--- src/logic/rpt_pkg.sv ---
// Shared widths, timing figures and types for the receive timestamp pair.
package rpt_pkg;
  localparam int TIME_W = 80;
  localparam int TAG_W = 16;
  localparam int LANE_W = 2;
  localparam int MAX_LANES = 4;
  localparam int LANES_40G = 2;
  localparam int LANES_50G = 4;
  localparam int FILL_W = 6;
  localparam int STREAM_DLY = 2;
  localparam int REF_LANE = 0;
  localparam int FRAC_W = 16;
  localparam int AVG_SH = 4;
  localparam int AVG_W = FILL_W + AVG_SH;
  localparam int CORR_W = 48;
  localparam int CLK_PERIOD_NS = 10;
  localparam logic [TIME_W-1:0] CYCLE_STEP =
    TIME_W'(CLK_PERIOD_NS) << FRAC_W;
  localparam logic signed [CORR_W-1:0] CYCLE_STEP_CORR =
    CORR_W'(CLK_PERIOD_NS) << FRAC_W;

  typedef enum logic
  {
    TX_IDLE = 1'b0,
    TX_PEND = 1'b1
  } rpt_tx_state_type;
endpackage

--- src/logic/rpt_link_if.sv ---
// Link between the timestamp capture end and the user packet logic.
interface rpt_link_if;
  logic [rpt_pkg::TIME_W-1:0] sysTime;
  logic rxSop;
  logic [rpt_pkg::TIME_W-1:0] rxStamp;
  logic [rpt_pkg::LANE_W-1:0] rxSopLaneIndex;
  logic [rpt_pkg::MAX_LANES-1:0][rpt_pkg::FILL_W-1:0] laneFill;
  logic [rpt_pkg::MAX_LANES-1:0][rpt_pkg::LANE_W-1:0] laneStatusPinMap;
  logic laneMapError;
  logic txSop;
  logic txPtp;
  logic [rpt_pkg::TAG_W-1:0] txTag;
  logic txReady;
  logic txStampValid;
  logic [rpt_pkg::TIME_W-1:0] txStamp;
  logic [rpt_pkg::TAG_W-1:0] txStampTag;

  modport dev
  (
    input sysTime, txSop, txPtp, txTag,
    output rxSop, rxStamp, rxSopLaneIndex, laneFill, laneStatusPinMap,
    output laneMapError, txReady, txStampValid, txStamp, txStampTag
  );

  modport usr
  (
    output sysTime, txSop, txPtp, txTag,
    input rxSop, rxStamp, rxSopLaneIndex, laneFill, laneStatusPinMap,
    input laneMapError, txReady, txStampValid, txStamp, txStampTag
  );
endinterface

--- src/logic/rpt_dev_end.sv ---
// Timestamp capture end: stamps frames at the capture plane.
//
// How it works
// - Partner supplies 80-bit time, capture-clock retimed.
// - Stamp valid on packet's first stream cycle.
// - Latch time when SOP crosses capture plane.
// - Every received frame is stamped, unfiltered.
// - Marked transmit frames stamped, returned with tag; a mark made while one waits is dropped and sets txDropped.
// - FEC sits line-side of the capture plane.
// - Resolution is one capture clock period.
// - Report SOP lane and per-lane fill levels.
// - Partner adds fill difference times clock period.
// - Reference is stamping lane, other is SOP lane.
// - Partner should time-average each fill level.
// - Partner converts fill cycles into time units.
// - Corrected stamp stays in step with packet.
// - Same scheme for two or four lanes.
// - Report logical lane behind each status position.
module rpt_dev_end #(
  parameter int LANES = rpt_pkg::LANES_50G,
  parameter int DLY = rpt_pkg::STREAM_DLY
)
(
  // Clock and reset
  input wire logic sys_clk,
  input wire logic rst_n,
  // Link to the user packet logic
  rpt_link_if.dev lnk,
  // Receive capture plane
  input wire logic lineRxSop,
  input wire logic [rpt_pkg::LANE_W-1:0] lineRxLane,
  input wire logic [rpt_pkg::MAX_LANES-1:0][rpt_pkg::FILL_W-1:0] lineFill,
  input wire logic [rpt_pkg::MAX_LANES-1:0][rpt_pkg::LANE_W-1:0] linePinMap,
  // Transmit capture plane
  input wire logic lineTxSop,
  output logic txDropped
);

  typedef struct packed
  {
    logic [DLY-1:0] sopPipe;
    logic [DLY-1:0][rpt_pkg::TIME_W-1:0] stampPipe;
    logic [DLY-1:0][rpt_pkg::LANE_W-1:0] lanePipe;
    logic [rpt_pkg::MAX_LANES-1:0][rpt_pkg::FILL_W-1:0] fill;
    logic [rpt_pkg::MAX_LANES-1:0][rpt_pkg::LANE_W-1:0] pinMap;
    logic mapError;
    rpt_pkg::rpt_tx_state_type txState;
    logic [rpt_pkg::TAG_W-1:0] txPendTag;
    logic txStampValid;
    logic [rpt_pkg::TIME_W-1:0] txStamp;
    logic [rpt_pkg::TAG_W-1:0] txStampTag;
    logic txDropped;
  } rpt_dev_state_type;

  rpt_dev_state_type state_r;
  rpt_dev_state_type state_nxt;

  // A lane map is bad when a position names an absent lane or when two
  // positions name the same lane, which means a lane was never found.
  function automatic logic rpt_map_bad(
    input logic [rpt_pkg::MAX_LANES-1:0][rpt_pkg::LANE_W-1:0] map
  );
    logic [rpt_pkg::MAX_LANES-1:0] seen;
    logic bad;
    seen = '0;
    bad = 1'b0;
    for (int i = 0; i < LANES; i++)
    begin
      if (int'(map[i]) >= LANES || seen[map[i]])
      begin
        bad = 1'b1;
      end
      seen[map[i]] = 1'b1;
    end
    return bad;
  endfunction

  always_comb
  begin
    state_nxt = state_r;

    // Line-side FEC decode
    // The SOP arrives here already decoded, so FEC on or off leaves
    // the capture point where it is and only adds loop latency.
    // Latch at crossing
    // One-clock resolution
    // The time input is sampled on the same clock that sees the SOP,
    // so a stamp can be off by up to one clock period.
    for (int i = DLY - 1; i > 0; i--)
    begin
      state_nxt.sopPipe[i] = state_r.sopPipe[i-1];
      state_nxt.stampPipe[i] = state_r.stampPipe[i-1];
      state_nxt.lanePipe[i] = state_r.lanePipe[i-1];
    end
    state_nxt.sopPipe[0] = lineRxSop;
    if (lineRxSop)
    begin
      state_nxt.stampPipe[0] = lnk.sysTime;
      state_nxt.lanePipe[0] = lineRxLane;
    end

    for (int i = 0; i < rpt_pkg::MAX_LANES; i++)
    begin
      if (i < LANES)
      begin
        state_nxt.fill[i] = lineFill[i];
        state_nxt.pinMap[i] = linePinMap[i];
      end
      else
      begin
        state_nxt.fill[i] = '0;
        state_nxt.pinMap[i] = '0;
      end
    end
    state_nxt.mapError = rpt_map_bad(linePinMap);

    // Marked transmit stamping
    // Only one marked frame may wait for its crossing at a time; this
    // keeps the tag store to one word at the cost of a busy window.
    state_nxt.txStampValid = 1'b0;
    unique case (state_r.txState)
      rpt_pkg::TX_IDLE:
      begin
        if (lnk.txSop && lnk.txPtp)
        begin
          state_nxt.txPendTag = lnk.txTag;
          state_nxt.txState = rpt_pkg::TX_PEND;
        end
      end
      rpt_pkg::TX_PEND:
      begin
        if (lnk.txSop && lnk.txPtp)
        begin
          state_nxt.txDropped = 1'b1;
        end
        if (lineTxSop)
        begin
          state_nxt.txStamp = lnk.sysTime;
          state_nxt.txStampTag = state_r.txPendTag;
          state_nxt.txStampValid = 1'b1;
          state_nxt.txState = rpt_pkg::TX_IDLE;
        end
      end
    endcase
  end

  always_ff @(posedge sys_clk)
  begin
    if (!rst_n)
    begin
      state_r <= '0;
    end
    else
    begin
      state_r <= state_nxt;
    end
  end

  // Stamp held otherwise
  // The stamp register only reloads on an SOP, so outside the first
  // cycle it shows a stale stamp that the user must not take.
  assign lnk.rxSop = state_r.sopPipe[DLY-1];
  assign lnk.rxStamp = state_r.stampPipe[DLY-1];
  assign lnk.rxSopLaneIndex = state_r.lanePipe[DLY-1];
  assign lnk.laneFill = state_r.fill;
  assign lnk.laneStatusPinMap = state_r.pinMap;
  assign lnk.laneMapError = state_r.mapError;
  assign lnk.txReady = (state_r.txState == rpt_pkg::TX_IDLE);
  assign lnk.txStampValid = state_r.txStampValid;
  assign lnk.txStamp = state_r.txStamp;
  assign lnk.txStampTag = state_r.txStampTag;
  assign txDropped = state_r.txDropped;

endmodule

--- src/flat_wrapper.sv ---
// flat-port wrapper written by rule: the top's interface ports become plain ports
module rpt_dev_end_flat 
#(
  parameter int LANES = rpt_pkg::LANES_50G,
  parameter int DLY = rpt_pkg::STREAM_DLY
)
  (sys_clk, rst_n, lineRxSop, lineRxLane, lineFill, linePinMap, lineTxSop, txDropped, lnk_sysTime, lnk_txSop, lnk_txPtp, lnk_txTag, lnk_rxSop, lnk_rxStamp, lnk_rxSopLaneIndex, lnk_laneFill, lnk_laneStatusPinMap, lnk_laneMapError, lnk_txReady, lnk_txStampValid, lnk_txStamp, lnk_txStampTag);
  rpt_link_if lnk_i ();
  input wire logic sys_clk;
  input wire logic rst_n;
  input wire logic lineRxSop;
  input wire logic [rpt_pkg::LANE_W-1:0] lineRxLane;
  input wire logic [rpt_pkg::MAX_LANES-1:0][rpt_pkg::FILL_W-1:0] lineFill;
  input wire logic [rpt_pkg::MAX_LANES-1:0][rpt_pkg::LANE_W-1:0] linePinMap;
  input wire logic lineTxSop;
  output logic txDropped;
  input wire logic [$bits(lnk_i.sysTime)-1:0] lnk_sysTime;
  input wire logic [$bits(lnk_i.txSop)-1:0] lnk_txSop;
  input wire logic [$bits(lnk_i.txPtp)-1:0] lnk_txPtp;
  input wire logic [$bits(lnk_i.txTag)-1:0] lnk_txTag;
  output wire logic [$bits(lnk_i.rxSop)-1:0] lnk_rxSop;
  output wire logic [$bits(lnk_i.rxStamp)-1:0] lnk_rxStamp;
  output wire logic [$bits(lnk_i.rxSopLaneIndex)-1:0] lnk_rxSopLaneIndex;
  output wire logic [$bits(lnk_i.laneFill)-1:0] lnk_laneFill;
  output wire logic [$bits(lnk_i.laneStatusPinMap)-1:0] lnk_laneStatusPinMap;
  output wire logic [$bits(lnk_i.laneMapError)-1:0] lnk_laneMapError;
  output wire logic [$bits(lnk_i.txReady)-1:0] lnk_txReady;
  output wire logic [$bits(lnk_i.txStampValid)-1:0] lnk_txStampValid;
  output wire logic [$bits(lnk_i.txStamp)-1:0] lnk_txStamp;
  output wire logic [$bits(lnk_i.txStampTag)-1:0] lnk_txStampTag;
  assign lnk_i.sysTime = lnk_sysTime;
  assign lnk_i.txSop = lnk_txSop;
  assign lnk_i.txPtp = lnk_txPtp;
  assign lnk_i.txTag = lnk_txTag;
  assign lnk_rxSop = lnk_i.rxSop;
  assign lnk_rxStamp = lnk_i.rxStamp;
  assign lnk_rxSopLaneIndex = lnk_i.rxSopLaneIndex;
  assign lnk_laneFill = lnk_i.laneFill;
  assign lnk_laneStatusPinMap = lnk_i.laneStatusPinMap;
  assign lnk_laneMapError = lnk_i.laneMapError;
  assign lnk_txReady = lnk_i.txReady;
  assign lnk_txStampValid = lnk_i.txStampValid;
  assign lnk_txStamp = lnk_i.txStamp;
  assign lnk_txStampTag = lnk_i.txStampTag;
  rpt_dev_end #(.LANES(LANES), .DLY(DLY)) u_core (.sys_clk(sys_clk), .rst_n(rst_n), .lnk(lnk_i), .lineRxSop(lineRxSop), .lineRxLane(lineRxLane), .lineFill(lineFill), .linePinMap(linePinMap), .lineTxSop(lineTxSop), .txDropped(txDropped));
endmodule
--- config.mk ---
export PLATFORM = sky130hd
export DESIGN_NAME = rpt_dev_end_flat
export DESIGN_NICKNAME = d
export VERILOG_FILES = /design/src/logic/rpt_pkg.sv /design/src/logic/rpt_link_if.sv /design/src/logic/rpt_dev_end.sv /design/src/flat_wrapper.sv
export SDC_FILE = /design/constraint.sdc
export NUM_CORES = 1
export LEC_CHECK = 0
export BUFFER_PORTS_ARGS = -buffer_cell sky130_fd_sc_hd__buf_2
export CAP_MARGIN = 20
export CORE_MARGIN = 2
export CORE_UTILIZATION = 40
export DETAILED_ROUTE_END_ITERATION = 16
export SLEW_MARGIN = 30
export SYNTH_ARGS = -nofsm -noshare
export SYNTH_HDL_FRONTEND = slang
export SYNTH_SLANG_ARGS = --single-unit
--- constraint.sdc ---
create_clock -name sys_clk -period 3.7 [get_ports sys_clk]
set_clock_uncertainty 0.2 [all_clocks]
set_input_delay 0.555 -clock sys_clk [delete_from_list [all_inputs] [get_ports sys_clk]]
set_output_delay 0.555 -clock sys_clk [all_outputs]
set_load 0.01 [all_outputs]
==> results.tsv <==
stage	metric	value	unit
logic_synthesis	dominant cell type by area after synthesis	dfxtp_1	
logic_synthesis	Post-Syn Area	0.01144	sq mm
routing	final wirelength	22.90	mm
worst_hold_path	worst hold path class	input pin to register	
floorplanning	die width	173.1	microns
sta	final worst path period need	2.021	ns
sta	Final Max Tran Viols	0	
finish	final instance area	0.01306	sq mm
clock_tree	CTS tree	done	
finish	Area Overhead vs Synth	14.12	%
placed_design	dpl hpwl	15.14	mm
pwr	Leakage	6.271	nW
floorplanning	initial core utilization	40.85	%
floorplanning	Die Area	0.02997	sq mm
floorplanning	Ports	351	
grt	Global Route Usage Sum	15.00	%
logic_synthesis	Async SR Flop Fraction	0	%
routing	DR vias	6825	
routing	drt first pass iters	4	
outcome	outcome	finished, final reports clean	
critical_path	Data required, critical path	3.94	ns
clock_tree	maximum buffer depth of the clock tree	3	
logic_synthesis	Post-Syn Area per Cell	11.08	sq um
placed_design	input/output buffers	350	
placed_design	Place WS	1.425	ns
placed_design	Area after DPL	0.01195	sq mm
grt	largest net degree at the start of global routing	120	
logic_synthesis	Seq/Total Area, Yosys	54.94	%
finish	fin nets	1297	
critical_path	crit path DAT	2.26	ns
grt	initial antenna violation count	6	
logic_synthesis	Syn Nets	1169	
pwr	Pwr Density	561.9	mW/mm^2
sta	worst-margin pin slew	0.8506	ns
floorplanning	Chip Height	173.1	microns
clock_tree	# hold bufs at CTS	0	
clock_tree	CTS resizes	0	
routing	DR WL/cell	14.60	microns
finish	FILL cells	2681	
clock_tree	clk sinks	314	
routing	DRC Markers	0	
floorplanning	core area	0.02801	sq mm
clock_tree	clk root buf	clkbuf_16	
routing	DRT iter0 DRCs	282	
clock_tree	TritonCTS Buffers	34	
routing	Final ANT Viol Nets	0	
grt	total congestion overflow	0	
critical_path	startpoint type of the worst setup path	register	
logic_synthesis	Synth top area share	54.94	%
clock_tree	H-tree levels	2	
pwr	worst ir drop on vdd	0.0002932	V
logic_synthesis	Syn Inst Count	1033	
logic_synthesis	Netlist cell types	22	
logic_synthesis	Synth top cells by count	dfxtp_1, buf_4, and2_1, a22o_1, nor2b_1	
logic_synthesis	count leader, synth	dfxtp_1	
sta	Setup Viol. Count Final	0	
sta	Max-slew headroom	43.14	%
routing	via/cell ratio	4.353	
sta	setup_tns	0	ns
sta	RSZ-0062 raised after global routing	no	
logic_synthesis	Synth warnings	0	
logic_synthesis	number of synthesized flops with an enable pin	0	
finish	utilization after layout	46.61	%
grt	vias in the first global route	6681	
sta	period utilisation layout	54.63	%
logic_synthesis	synth top area cells	dfxtp_1, buf_4, a22o_1	
critical_path	CP Max Fanout	66	
logic_synthesis	#FFs+latches synth	314	
placed_design	Final Wtd Congestion	0.7297	
clock_tree	CTS clk-pin slew, worst paths	0.06	ns
sta	final hold viol count	0	
flow_run	Max Cap Violations	0	
sta	Fmax achieved	494.7	MHz
clock_tree	Post-CTS Setup Bufs	0	
grt	global-route wire length before repair	36.52	mm
critical_path	kind of critical path	register to register	
logic_synthesis	Top FF cell, synth	dfxtp_1	
sta	Worst Slack Setup Final	1.679	ns
critical_path	Setup crit end kind	register	
clock_tree	Worst-Skew Late Latency	0.49	ns
floorplanning	Site Rows	61	
finish	layout cell share with drive strength beyond 1	34.99	%
==> cell usage in the layout (no fill, tap or decap), drive strengths merged, types with 4 or more instances in the layout <==
| master | instances |
|---|---|
| clkinv | 11 |
| a22o | 96 |
| a21boi | 18 |
| inv | 4 |
| diode | 4 |
| nand2 | 33 |
| mux2i | 82 |
| clkbuf | 50 |
| and2 | 116 |
| dfxtp | 314 |
| nor2b | 83 |
| xor2 | 9 |
| buf | 358 |
==> area by class of cell <==
class	instances	area, sq um	area share, %
Antenna cell	4	10.01	0.07666
Clock buffer	50	1035	7.925
Sequential cell	314	6286	48.15
Clock inverter	11	58.81	0.4504
Timing Repair Buffer	358	1846	14.14
Multi-Input combinational cell	449	3333	25.53
Inverter	4	15.01	0.1150
Tap cell	378	473.0	3.622
==> report_power, final <==
group          leakage, nW  internal [mW]  switching [mW]
logic                 3.15          0.244           0.270
registers             2.57           3.53          0.0536
clock network        0.551           1.94            1.30
total                 6.27           5.72            1.62
==> kinds of logic after synthesis <==
logic type / count (synthesis) / synth area share (%)
DFF: 314 / 54.94
buffers and inverters: 270 / 16.03
and+or+nand+nor: 237 / 12.17
AOI/OAI and AO/OA: 121 / 8.990
muxes: 82 / 7.174
xor gates and xnor gates: 9 / 0.6890
==> routing by layer <==
layer  wire, microns  up-vias  track usage (%)
li1                -     3460                -
met1           10220     3098            18.77
met2           10280      227            23.52
met3            1905       36            5.563
met4             464        4            5.826
met5              30        -                0
==> worst paths after layout <==
kind / cells after the start / from / slack, ns / end
worst min register to register: 1 / u_core.state_nxt[313] / 0.23 / u_core.lnk.rxSop
worst min-delay path: 2 / lineFill[12] / 0.06 / u_core.lnk.laneFill[12]
worst max register to register: 3 / u_core.state_r[114] / 1.68 / u_core.lnk.txStamp[44]
worst max-delay path: 3 / u_core.state_r[114] / 1.68 / u_core.lnk.txStamp[44]
==> critical path: stages, from the launching register on <==
cell and delay, ns:
dfxtp_1 0.43, and3_4 0.77, buf_4 0.34, a22o_1 0.15
==> flip-flops by register name (all words and copies together), names as in the netlist <==
name                         count
u_core.txDropped                 1
u_core.lnk.laneStatusPinMap      8
u_core.lnk.txStampValid          1
u_core.lnk.rxSop                 1
u_core.lnk.laneFill             24
u_core.lnk.laneMapError          1
u_core.lnk.txStamp              80
u_core.lnk.rxStamp              80
u_core.lnk.rxSopLaneIndex        2
u_core.state_nxt                83
u_core.state_r                  17
u_core.lnk.txStampTag           16
==> metrics by stage <==
| stage | hold WS, ns | power (mW) | cells |
|---|---|---|---|
| final | 0.06395 | 7.336 | 1568 |
| after CTS | 0.03677 | 7.449 | 1564 |
| after detailed placement | 0.2203 | 4.182 | 1503 |
| after global routing | 0.03231 | 7.679 | 1567 |
| after global placement | 0.2164 | 4.174 | 1503 |
| after floorplan | 0.2119 | 4.047 | 1033 |
Note: power is estimated with default switching activity, not from simulation.
